$ cat config.mk
export PLATFORM = sky130hd
export DESIGN_NAME = usb_endpoint_mode_count_regs
export DESIGN_NICKNAME = d
export VERILOG_FILES = /design/src/hw/ep_regs_pkg.sv /design/src/hw/usb_endpoint_mode_count_regs.sv
export SDC_FILE = /design/constraint.sdc
export NUM_CORES = 1
export LEC_CHECK = 0
export ABC_AREA = 1
export BUFFER_PORTS_ARGS = -buffer_cell sky130_fd_sc_hd__buf_2
export CORE_ASPECT_RATIO = 0.8
export CORE_MARGIN = 5
export CORE_UTILIZATION = 30
export CTS_BUF_LIST = sky130_fd_sc_hd__clkbuf_4 sky130_fd_sc_hd__clkbuf_8 sky130_fd_sc_hd__clkbuf_16
export CTS_CLUSTER_DIAMETER = 120
export DETAILED_ROUTE_END_ITERATION = 6
export GPL_TIMING_DRIVEN = 0
export SLEW_MARGIN = 20
export SYNTH_ARGS = -nofsm -noshare
export SYNTH_HDL_FRONTEND = slang
export SYNTH_SLANG_ARGS = --single-unit
$ cat constraint.sdc
create_clock -name ref_clk -period 3.3 [get_ports ref_clk]
set_input_delay 0.165 -clock ref_clk [delete_from_list [all_inputs] [get_ports ref_clk]]
set_output_delay 0.165 -clock ref_clk [all_outputs]
set_load 0.005 [all_outputs]
$ cat src/hw/ep_regs_pkg.sv
// Constants, types and register map for the endpoint mode and count logic.
// Assumes one clock; engine signals come from logic on that same clock.
//
// What this block and its firmware do
// Set the ACK flag when an engine transaction to that endpoint ends ACKed.
// Set control OUT-received flag on an OUT token; firmware clears it.
// Set control IN-received flag on an IN token; firmware clears it.
// Only engine sets SETUP flag; a CPU write to it clears it except inside the forced window.
// Hold SETUP flag high from SETUP data start until ACK start.
// Firmware leaves SETUP flag alone while forced and until first read.
// Engine update locks control mode bits 6:0 against CPU writes.
// CPU read of the control mode register removes its lock.
// Only the control mode and count registers lock; others take every write not beaten by a same-cycle update.
// Firmware reads back every control register after writing it.
// While SETUP flag is set, CPU writes to control FIFO are blocked.
// Firmware writes zero to reserved bits 6:5 of non-control modes.
// STALL bit stalls OUT in ACK-IN mode and IN in ACK-OUT mode.
// Firmware keeps STALL low outside ACK-IN and ACK-OUT modes.
// IN byte count is loaded by firmware, 0 to 32, and sent.
// OUT or SETUP count becomes received bytes plus two.
// Data-valid follows CRC result; bad CRC still raises the event.
// Toggle 0 is DATA0, 1 is DATA1; copied in on OUT or SETUP.
// Control counter locks on SETUP or OUT update until CPU read.
// Reads unlock only after the current transaction's update point.
// Update point refreshes mode, and count on OUT/SETUP, raises event if ACKed or OUT/SETUP, and on endpoint 0 locks.
// After an ACK an acknowledging mode drops to its NAK mode.
// SETUP to an enabled setup-accepting mode forces mode NAK IN/OUT.
// Reset disables every endpoint; disabled stays so until firmware writes.
// Engine update beats a same-cycle CPU write and sets the lock.
package ep_regs_pkg;

  localparam int NUM_EP = 5;

  // Register byte offsets; index 0 is the control endpoint.
  localparam logic [4:0][7:0] MODE_OFF  = {8'h44, 8'h42, 8'h16, 8'h14, 8'h12};
  localparam logic [4:0][7:0] COUNT_OFF = {8'h43, 8'h41, 8'h15, 8'h13, 8'h11};

  // Field positions.
  localparam int ACK_BIT    = 4;
  localparam int OUT_BIT    = 5;
  localparam int IN_BIT     = 6;
  localparam int SETUP_BIT  = 7;
  localparam int STALL_BIT  = 7;
  localparam int VALID_BIT  = 6;
  localparam int TOGGLE_BIT = 7;

  localparam logic [7:0] REG_RESET = 8'h00;
  localparam logic [5:0] CRC_BYTES = 6'h02;

  // Mode encodings.
  localparam logic [3:0] MODE_DISABLE = 4'h0;
  localparam logic [3:0] MODE_NAK_IO  = 4'h1;
  localparam logic [3:0] MODE_ACK_OUT = 4'h9;
  localparam logic [3:0] MODE_ACK_IN  = 4'hD;

  typedef enum logic [3:0] {
    TOK_NONE  = 4'b0001,
    TOK_SETUP = 4'b0010,
    TOK_IN    = 4'b0100,
    TOK_OUT   = 4'b1000
  } token_e;

  // One transaction result posted by the serial engine at the update point.
  typedef struct packed {
    logic       valid;
    logic [2:0] ep;
    token_e     token;
    logic       acked;
    logic       crc_ok;
    logic [5:0] rx_bytes;
    logic       toggle;
  } eng_update_s;

endpackage : ep_regs_pkg

$ cat src/hw/usb_endpoint_mode_count_regs.sv
// Endpoint mode and byte counter registers, with control endpoint locking.
// Assumes a CPU strobe port and a serial engine on the same clock; the
// engine pulses its events for one cycle each.
//
// Chosen here: the address-and-strobe port.
module usb_endpoint_mode_count_regs
  import ep_regs_pkg::*;
(
  input  wire logic              ref_clk,
  input  wire logic              rst_b,
  input  wire logic [7:0]        cpu_addr,
  input  wire logic [7:0]        cpu_wdata,
  input  wire logic              cpu_wr,
  input  wire logic              cpu_rd,
  output logic      [7:0]        cpu_rdata,
  input  wire logic              eng_token_start,
  input  wire logic              eng_setup_data_start,
  input  wire logic              eng_ack_start,
  input  wire eng_update_s       eng_upd,
  output logic [NUM_EP*8-1:0]    ep_mode,
  output logic [NUM_EP*8-1:0]    ep_count,
  output logic [NUM_EP-1:0]      ep_event,
  output logic [NUM_EP-1:1]      stall_in,
  output logic [NUM_EP-1:1]      stall_out,
  output logic                   fifo0_write_block
);

  // Reset is released through two flops; everything uses the copy.
  logic rst_meta_b;
  logic rst_sync_b;
  always_ff @(posedge ref_clk or negedge rst_b) begin
    if (!rst_b) begin
      rst_meta_b <= 1'b0;
      rst_sync_b <= 1'b0;
    end else begin
      rst_meta_b <= 1'b1;
      rst_sync_b <= rst_meta_b;
    end
  end

  logic [7:0] mode  [NUM_EP];
  logic [7:0] count [NUM_EP];
  logic       mode0_lock;
  logic       count0_lock;
  logic       setup_forced;
  logic       txn_busy;

  // A mode accepts SETUP tokens when its SETUP column says accept.
  function automatic logic accepts_setup(input logic [3:0] m);
    case (m)
      4'h1, 4'h2, 4'h3, 4'h4, 4'h6, 4'hA, 4'hB, 4'hE, 4'hF: return 1'b1;
      default: return 1'b0;
    endcase
  endfunction

  // Mode nibble after a transaction.
  function automatic logic [3:0] next_nibble(input logic [3:0] m,
                                             input token_e     t,
                                             input logic       acked);
    if (t == TOK_SETUP && accepts_setup(m)) begin
      return MODE_NAK_IO;
    end else if (acked && m[3] && m[0]) begin
      return {m[3:1], 1'b0};
    end else begin
      return m;
    end
  endfunction

  // Shared decodes of the engine result.
  wire logic rx_token   = (eng_upd.token == TOK_OUT) ||
                          (eng_upd.token == TOK_SETUP);
  wire logic [5:0] rx_count = 6'(eng_upd.rx_bytes + CRC_BYTES);
  wire logic mode0_rd   = cpu_rd && (cpu_addr == MODE_OFF[0]);
  wire logic count0_rd  = cpu_rd && (cpu_addr == COUNT_OFF[0]);
  // A read only unlocks once this transaction's update point has passed.
  wire logic rd_allowed = !txn_busy;

  logic [NUM_EP-1:0] upd_hit;

  genvar i;
  generate
    for (i = 0; i < NUM_EP; i++) begin : g_ep
      wire logic mode_wr  = cpu_wr && (cpu_addr == MODE_OFF[i]);
      wire logic count_wr = cpu_wr && (cpu_addr == COUNT_OFF[i]);
      // Disabled endpoints ignore all engine updates.
      wire logic hit      = eng_upd.valid && (eng_upd.ep == 3'(i)) &&
                            (mode[i][3:0] != MODE_DISABLE);
      wire logic mode_lk  = (i == 0) && mode0_lock;
      wire logic count_lk = (i == 0) && count0_lock;
      wire logic [3:0] nib = next_nibble(mode[i][3:0], eng_upd.token,
                                         eng_upd.acked);
      wire logic in_flag  = (i == 0) ? (mode[i][IN_BIT] ||
                            eng_upd.token == TOK_IN) : mode[i][IN_BIT];
      wire logic out_flag = (i == 0) ? (mode[i][OUT_BIT] ||
                            eng_upd.token == TOK_OUT) : mode[i][OUT_BIT];
      wire logic [6:0] upd_low = {in_flag, out_flag,
                                  mode[i][ACK_BIT] | eng_upd.acked,
                                  nib};
      wire logic [7:0] upd_count = rx_token ?
                       {eng_upd.toggle, eng_upd.crc_ok, rx_count}
                       : count[i];
      assign upd_hit[i] = hit;

      // Mode bits 6:0: the engine beats the CPU, locked bits drop writes.
      always_ff @(posedge ref_clk or negedge rst_sync_b) begin
        if (!rst_sync_b) begin
          mode[i][6:0] <= REG_RESET[6:0];
        end else if (hit) begin
          mode[i][6:0] <= upd_low;
        end else if (mode_wr && !mode_lk) begin
          mode[i][6:0] <= cpu_wdata[6:0];
        end
      end

      // Bit 7 is the SETUP flag on endpoint 0 and STALL elsewhere.
      always_ff @(posedge ref_clk or negedge rst_sync_b) begin
        if (!rst_sync_b) begin
          mode[i][7] <= REG_RESET[7];
        end else if (i == 0) begin
          if (eng_setup_data_start || setup_forced) begin
            mode[i][7] <= 1'b1;
          end else if (mode_wr) begin
            mode[i][7] <= 1'b0;
          end
        end else if (mode_wr) begin
          mode[i][7] <= cpu_wdata[STALL_BIT];
        end
      end

      // Counter register.
      always_ff @(posedge ref_clk or negedge rst_sync_b) begin
        if (!rst_sync_b) begin
          count[i] <= REG_RESET;
        end else if (hit) begin
          count[i] <= upd_count;
        end else if (count_wr && !count_lk) begin
          count[i] <= cpu_wdata;
        end
      end

      // Event pulse on an ACKed update or any OUT or SETUP update; bad CRC still raises it.
      always_ff @(posedge ref_clk or negedge rst_sync_b) begin
        if (!rst_sync_b) begin
          ep_event[i] <= 1'b0;
        end else begin
          ep_event[i] <= hit && (eng_upd.acked || rx_token);
        end
      end

      assign ep_mode[i*8 +: 8]  = mode[i];
      assign ep_count[i*8 +: 8] = count[i];

      if (i > 0) begin : g_stall
        // Stall responses follow the registered mode one cycle later.
        always_ff @(posedge ref_clk or negedge rst_sync_b) begin
          if (!rst_sync_b) begin
            stall_out[i] <= 1'b0;
            stall_in[i]  <= 1'b0;
          end else begin
            stall_out[i] <= mode[i][STALL_BIT] &&
                            (mode[i][3:0] == MODE_ACK_IN);
            stall_in[i]  <= mode[i][STALL_BIT] &&
                            (mode[i][3:0] == MODE_ACK_OUT);
          end
        end
      end
    end
  endgenerate

  // Force window of the SETUP flag and the open transaction marker.
  always_ff @(posedge ref_clk or negedge rst_sync_b) begin
    if (!rst_sync_b) begin
      setup_forced <= 1'b0;
      txn_busy     <= 1'b0;
    end else begin
      if (eng_setup_data_start) begin
        setup_forced <= 1'b1;
      end else if (eng_ack_start) begin
        setup_forced <= 1'b0;
      end
      if (eng_token_start) begin
        txn_busy <= 1'b1;
      end else if (eng_upd.valid) begin
        txn_busy <= 1'b0;
      end
    end
  end

  // Control endpoint locks; a same-cycle update beats the unlocking read.
  always_ff @(posedge ref_clk or negedge rst_sync_b) begin
    if (!rst_sync_b) begin
      mode0_lock  <= 1'b0;
      count0_lock <= 1'b0;
    end else begin
      if (upd_hit[0]) begin
        mode0_lock <= 1'b1;
      end else if (mode0_rd && rd_allowed) begin
        mode0_lock <= 1'b0;
      end
      if (upd_hit[0] && rx_token) begin
        count0_lock <= 1'b1;
      end else if (count0_rd && rd_allowed) begin
        count0_lock <= 1'b0;
      end
    end
  end

  // FIFO writes for endpoint 0 stay blocked while the SETUP flag is up.
  wire logic next_fifo_block = mode[0][SETUP_BIT] || eng_setup_data_start;
  always_ff @(posedge ref_clk or negedge rst_sync_b) begin
    if (!rst_sync_b) begin
      fifo0_write_block <= 1'b0;
    end else begin
      fifo0_write_block <= next_fifo_block;
    end
  end

  // Read mux; unmapped addresses return zero.
  logic [7:0] next_rdata;
  always_comb begin
    next_rdata = 8'h00;
    for (int k = 0; k < NUM_EP; k++) begin
      if (cpu_addr == MODE_OFF[k]) begin
        next_rdata = mode[k];
      end
      if (cpu_addr == COUNT_OFF[k]) begin
        next_rdata = count[k];
      end
    end
  end

  // Read data stands only in the cycle after the strobe.
  always_ff @(posedge ref_clk or negedge rst_sync_b) begin
    if (!rst_sync_b) begin
      cpu_rdata <= 8'h00;
    end else if (cpu_rd) begin
      cpu_rdata <= next_rdata;
    end else begin
      cpu_rdata <= 8'h00;
    end
  end
endmodule // usb_endpoint_mode_count_regs

Word-level counts from Yosys, hierarchy flattened --
Memories as Yosys holds them, arrays and structs flattened. Cells that the tools add are included.
Word-level totals: register bits after elaboration 108, ROM bits 80, bits of input ports 40, word-level logic and storage cells 261, memories kept 5
Cells by class: add/sub/neg operators 1, eq/ne operators 40, multiplexer cells 52, bitwise logic cells 9, reductions and logical operators 104
Memories:
- (name not given) | words 16, bits a word 1, read ports 1, clocked after Yosys merged registers in 0, write ports 0, line usb_endpoint_mode_count_regs.sv:50 | case (m)
- (name not given) | words 16, bits a word 1, read ports 1, clocked after Yosys merged registers in 0, write ports 0, line usb_endpoint_mode_count_regs.sv:50
- (name not given) | words 16, bits a word 1, read ports 1, clocked after Yosys merged registers in 0, write ports 0, line usb_endpoint_mode_count_regs.sv:50
- (name not given) | words 16, bits a word 1, read ports 1, clocked after Yosys merged registers in 0, write ports 0, line usb_endpoint_mode_count_regs.sv:50
- (name not given) | words 16, bits a word 1, read ports 1, clocked after Yosys merged registers in 0, write ports 0, line usb_endpoint_mode_count_regs.sv:50
Operators with widths (count):
- 2-to-1 mux 8 bit | 22
- logical AND 1 bit | 55
- == test 8 x 5 -> 1 bit, second input constant | 6
- 2-to-1 mux 5 bit | 8
- AND reduction 2 bit | 19
- == test 4 bit, second input constant | 9
- == test 8 x 7 -> 1 bit, second input constant | 4
- nonzero test 2 bit | 15
- 2-to-1 mux 4 bit | 5
- nonzero test 4 bit | 5
- 2-to-1 mux 1 bit | 15
- != test 3 x 1 -> 1 bit, second input constant | 5
- 2-to-1 mux 7 bit | 2
- != test 2 x 1 -> 1 bit, second input constant | 5
- != test 2 bit, second input constant | 5
- adder 6 x 2 -> 6 bit, second input constant | 1
- == test 3 x 2 -> 1 bit, second input constant | 2
- logical OR 1 bit | 6
- OR 1 bit | 5
- == test 4 x 2 -> 1 bit, second input constant | 1
- == test 4 x 3 -> 1 bit, second input constant | 1
- NOT 1 bit | 4
- == test 3 x 1 -> 1 bit, second input constant | 1
- == test 3 bit, second input constant | 1
- 2 further kinds | 4

Depth between registers and ports, before layout --
Gate-level depths: netlist (run 1).
word-level depth 12, gate-level depth with buffers 14

Least setup slack after synthesis (run 1) --
Ideal clock, no wire load.
kind register -> register, from reg mode (netlist bit ep_mode[10]), to reg count (netlist bit ep_count[15]), arrival time 1.457 ns, path slack 1.761 ns, cell stages (with the launch flop) 9, path buffers 1, cells stage by stage dfrtp_1 inv_1 nand3_1 o21ai_2 nand3_1 o21ai_2 buf_4 o211ai_1 o21ai_0
Between the ends: cells in the longest elaborated chain, start to end 4
RTL lines:
- start: declaration | line usb_endpoint_mode_count_regs.sv:41 | logic [7:0] mode [NUM_EP];
- start signal: indexed assignment | line usb_endpoint_mode_count_regs.sv:107 | mode[i][6:0] <= REG_RESET[6:0];
- start signal: indexed assignment | line usb_endpoint_mode_count_regs.sv:109 | mode[i][6:0] <= upd_low;
- start signal: indexed assignment | line usb_endpoint_mode_count_regs.sv:111 | mode[i][6:0] <= cpu_wdata[6:0];
- nonzero test 4 bit (*) | line usb_endpoint_mode_count_regs.sv:87 | (mode[i][3:0] != MODE_DISABLE);
- logical AND 1 bit (*) | line usb_endpoint_mode_count_regs.sv:86 | wire logic hit = eng_upd.valid && (eng_upd.ep == 3'(i)) &&
- != test 2 bit (no line) or nonzero test 2 bit (tied branches)
- AND reduction 2 bit (no line)
- end signal: indexed assignment | line usb_endpoint_mode_count_regs.sv:135 | count[i] <= upd_count;
- end signal: indexed assignment | line usb_endpoint_mode_count_regs.sv:137 | count[i] <= cpu_wdata;
- end: declaration | line usb_endpoint_mode_count_regs.sv:42 | logic [7:0] count [NUM_EP];
Mark *: on every way between the ends. The rest lies on a longest branch, timed or not. A chain may end at the register's enable or synchronous reset.

Final worst setup path (run 1) --
Same ends and word-level chain as after synthesis.

==> results.cfg, run 1 <==
[die]
start_util_pct = 30.3
fp.dieH_um = 133
std_cell_rows = 45
core_um2 = 18800
dieArea_um2 = 21900
die_w_um = 164
io_pins = 142

[setup_path]
crit_start = ep_mode[10]
crit_arrival_ps = 2210
setup.worst_path.class = flip-flop to flip-flop
slowest_stage = o21ai_2
crit_path_max_fanout = 10
cp_slowest_stage_delay_ps = 410
worstPathRequired_ps = 3580
critPathLaunchType = flip-flop
cp-end-kind = flip-flop
crit_chain = inv_1, nand3_1, o21ai_2, nand3_1, o21ai_2, buf_4, o211ai_1, o21ai_0
rr_startpoint = ep_mode[10]

[global_routing]
use_met1_pct = 28.7
gr-total-overflow = 0
grt_max_degree = 54
grt_pass1_vias = 5410
antenna_found_initial = 1
use_met3_pct = 4.79
grtUsageTotal_pct = 19.5
use_met2_pct = 27.7
grt.busiest_layer = met1
grt_pass1_wl_mm = 32.3

[cells_and_area]
drive_above_1_share_pct = 24.0
fin_nets = 928
design_area_um2 = 7140
diodes = 0
syn_to_final_growth_pct = 25.4

[clock_network]
path_clk_slew_ps = 80
clk_latency_ps = 360
htreeDepth = 3
cts_tree = done
cts_buffers = 9
cts_root_buf = clkbuf_16
numClockSinks = 108
clockBufferDepth = 2

[run_status]
status = complete, no violations

[detailed_routing]
drt_iter0_markers = 598
ant_nets = 0
vias_per_cell = 4.98
drc = 0
dr.pass1.iters = 5
wl_mm = 21.0
vias = 5724
wl_per_cell_um = 18.3

[sta]
whs_ps = 102
max_freq_mhz = 518
skew_ps = 12.0
rsz0062_at_grt = false
fin_crit_ps = 1930
hold_viol_final = 0
maxSlewHeadroom_pct = 50.9
worst_pin_slew_ps = 732
slew_viol_final = 0
setup_viol = 0
timing.final.crit_share_pct = 58.5

[placement]
place.detailed.hpwl_mm = 16.7
gp_congestion = 0.895
portBuffers = 140
place_area_um2 = 6780

[logic_synthesis]
synth_seq_area_share_pct = 47.4
synth.area.top_cells = dfrtp_1 (47%), nand2_1 (13%), inv_1 (6.3%)
syn_inst = 729
yosysTopAreaCell = dfrtp_1
yosys.area.top_type_share_pct = 47.4
synth_cell_types = 45
yosys_warnings = 0
synth_nets = 770
syn_avg_cell_area_um2 = 7.82
synth_seq_cells = 108
netlist_area_um2 = 5700

[power_and_ir_drop]
p_leak_nw = 3.72
ir_drop_uv = 234
p_per_area_nw_per_um2 = 514

[hold_path]
hold_path.class = input pin to flip-flop
hp-start = cpu_wdata[5]

[flow_run]
cap_viol_max_count = 0
## critical path, delay by kind of cell, from the launching register on
family / cells / cell delay [ps]
DFF: 1 / 400
and+or+nand+nor: 2 / 260
AOI/OAI and AO/OA: 4 / 790
buffers and inverters: 2 / 400
## layout make-up
cell class | instances | area (um^2)
Multi-Input combinational cell | 493 | 2480
Buffer | 15 | 91.3
Timing Repair Buffer | 147 | 806
Inverter | 113 | 424
Fill cell | 2035 | 11700
Clock inverter | 5 | 60.1
Sequential cell | 108 | 2710
Clock buffer | 11 | 253
Tap cell | 258 | 323
## state kept, by name, summed over array words and instances (netlist names), 4 cells and up
signal / flops
cpu_rdata: 8
ep_mode: 40
ep_count: 40
ep_event: 5
stall_in: 4
stall_out: 4
## report_power, final
group / internal, W / switching, W / total [W]
sequential: 0.00154 / 0.000213 / 0.00175
clock: 0.000632 / 0.000514 / 0.00115
combinational: 0.000316 / 0.000454 / 0.000770
total: 0.00249 / 0.00118 / 0.00367
## cell families after synthesis
logic type,share of synthesized area [%]
AO/OA/AOI/OAI,16.2
XOR/XNOR,0.461
adder cells (fa/ha/maj),0.220
buffers and inverters,9.05
flip-flops,47.4
other,0.0658
AND/OR/NAND/NOR,26.6
## path summary, 6_finish.rpt
check                      cells after the start  slack, ps            to
setup / recovery                               8       1370  ep_count[15]
max in group asynchronous                      1       2620   ep_mode[38]
hold / removal                                 3        100  ep_count[29]
hold reg to reg                                0        160   ep_count[5]
setup reg to reg                               8       1370  ep_count[15]
min in group asynchronous                      2        110    rst_sync_b
## per-layer routing
layer	vias up	share of wire [%]
li1	2729	-
met1	2670	46
met2	288	42
met3	35	9.7
met4	2	2.4
met5	-	0.062
## cells in the mapped netlist, drive strengths merged
| cell | number |
|---|---|
| inv | 111 |
| buf | 7 |
| or2 | 5 |
| xor2 | 1 |
| nand3b | 1 |
| o22ai | 15 |
| o31ai | 1 |
| ha | 1 |
| o221ai | 4 |
| dfrtp | 108 |
| a22oi | 1 |
| o21a | 7 |
| clkinv | 2 |
| conb | 1 |
| nand4 | 15 |
| o311ai | 2 |
| a311oi | 1 |
| o211ai | 12 |
| o41ai | 1 |
| nor2 | 62 |
| nor4 | 5 |
| clkbuf | 8 |
| a21boi | 1 |
| o21ai | 75 |
| a21oi | 11 |
| nand3 | 38 |
| nor3 | 10 |
| a31oi | 17 |
| xnor2 | 2 |
| nand2 | 202 |
| o21bai | 2 |
## placed cells by master (no fill, tap or decap), types with 11 or more instances in the layout
cell type / count
buf_2: 141
o21ai_1: 18
inv_1: 96
a21oi_1: 11
nand2_1: 192
o211ai_1: 12
nor2_1: 52
dfrtp_1: 107
nand3_1: 38
o22ai_1: 15
inv_2: 15
o21ai_0: 52
a31oi_1: 17
nand4_1: 15
## what timing repair did
item	CTS	global route
gates resized for setup	0	0
hold endpoints to repair	5	0
hold buffers	5	0
setup endpoints to repair	0	0
setup buffers	0	0
## through the flow
step	cells	util (%)	total power [W]	setup WS [ps]	TNS (ps)
after global routing	1150	38.0	0.00387	1160	0
final	1150	38.0	0.00367	1370	0
after global placement	1127	35.7	0.00252	-1410	-148100
after CTS	1150	38.0	0.00371	1420	0
after floorplan	729	-	0.00208	68.6	0
after detailed placement	1129	36.1	0.00254	1270	0
Power figures use the tool's default switching activity.
==> run 2, diff against run 1 <==
- clock period: 3.3 -> 2 ns (I/O delays scaled with it)
==> run 2 against run 1 <==
Effect of this change:
- register-to-register slack got worse by 1200 ps
- global-route usage down 0.28 points
- cell count about the same
- critical endpoint unchanged
- largest power group unchanged
==> results.cfg, run 2 (synthesis gave the netlist of run 1 again) <==
[setup_path]
crit_path_max_fanout = 10
worstPathRequired_ps = 2280
setup.worst_path.class = flip-flop to flip-flop
cp-end-kind = flip-flop
critPathLaunchType = flip-flop
crit_arrival_ps = 2100

[placement]
gp_congestion = 0.913
portBuffers = 140
dp_slack_ps = 24.3
place.detailed.hpwl_mm = 16.7

[power_and_ir_drop]
p_leak_nw = 3.72
p_per_area_nw_per_um2 = 850
ir_drop_uv = 483
report.power.total_w = 0.00610

[clock_network]
clk_latency_ps = 360
clockBufferDepth = 2
cts_buffers = 9
path_clk_slew_ps = 70
postCtsSetupBuffers = 0
htreeDepth = 3
cts_tree = done
numClockSinks = 108
cts_root_buf = clkbuf_16

[detailed_routing]
dr.pass1.iters = 5
wl_per_cell_um = 18.2
vias_per_cell = 4.94
vias = 5683
drt_iter0_markers = 511
ant_nets = 0
wl_mm = 21.0
drc = 0

[global_routing]
use_met2_pct = 27.7
antenna_found_initial = 0
grt_pass1_wl_mm = 32.1
grt_max_degree = 53
grt_pass1_vias = 5359
gr-total-overflow = 0
use_met3_pct = 5.41
grtUsageTotal_pct = 19.2
grt.busiest_layer = met1
use_met1_pct = 28.1

[die]
dieArea_um2 = 21900
die_w_um = 164
fp.dieH_um = 133
start_util_pct = 30.3
std_cell_rows = 45
io_pins = 142
core_um2 = 18800

[cells_and_area]
post-route-util_pct = 38.1
final_common_cell = nand2_1
syn_to_final_growth_pct = 25.9
drive_above_1_share_pct = 24.5
nFillCells = 2013
final_cell_mix = nand2_1 (190), buf_2 (141), dfrtp_1 (107), inv_1 (96)
fin_nets = 929
diodes = 0

[sta]
slew_viol_final = 0
skew_ps = 8.72
whs_ps = 47.0
fin_tns_setup_ps = 0
fin_ws_ps = 179
timing.final.crit_share_pct = 91.1
maxSlewHeadroom_pct = 52.9
rsz0062_at_grt = false
fin_crit_ps = 1820
max_freq_mhz = 549
setup_viol = 0
worst_pin_slew_ps = 701
hold_viol_final = 0

[hold_path]
hold_path.class = input pin to asynchronous set/reset pin

[run_status]
status = complete, no violations

[flow_run]
cap_viol_max_count = 0
## run 2: worst paths after layout
check,slack (ps),endpoint,cells after the start,start
setup / recovery,180,ep_count[15],8,ep_mode[10]
setup reg to reg,180,ep_count[15],8,ep_mode[10]
max in group asynchronous,1180,stall_out[4],1,rst_sync_b
hold / removal,50,rst_sync_b,2,rst_b
min in group ref_clk,50,ep_count[39],3,eng_upd[0]
hold reg to reg,230,ep_count[3],0,rst_sync_b
## run 2: stage by stage
step	cells	instance area [um^2]
finish	1151	7170
detailed placement	1129	6770
global route	1151	7170
CTS	1151	7150
global placement	1127	6720
floorplan	729	5700
## run 2: final cells by class
| type | instances | area (um^2) | share of cell area [%] |
|---|---|---|---|
| timing repair buffer | 148 | 808 | 11.3 |
| multi-input combinational | 493 | 2490 | 34.7 |
| clock buffer | 10 | 233 | 3.24 |
| buffer | 15 | 93.8 | 1.31 |
| inverter | 113 | 428 | 5.97 |
| sequential | 108 | 2710 | 37.7 |
| clock inverter | 6 | 88.8 | 1.24 |
| tap | 258 | 323 | 4.50 |
## run 2: report_power, final
| group | switching (W) | internal, W |
|---|---|---|
| Sequential | 0.000349 | 0.00254 |
| Combinational | 0.000737 | 0.000522 |
| Clock | 0.000840 | 0.00111 |
## run 2: timing repair
item | in CTS | in global routing
hold buffers | 6 | 0
endpoints found under the hold margin | 6 | 0
gates resized for setup | 0 | 8
endpoints found under the setup margin | 0 | 15
## run 2: critical path: stages, from the launching register on
cell	delay, ps
dfrtp_1	410
inv_1	150
nand3_1	130
o21ai_4	300
nand3_1	140
o21ai_2	170
buf_4	250
o211ai_1	90
o21ai_0	90
## run 2: metal layers
metal / up-vias / wire [um]
li1: 2721 / -
met1: 2675 / 9600
met2: 257 / 8910
met3: 30 / 2000
met4: 0 / 457
met5: - / 0
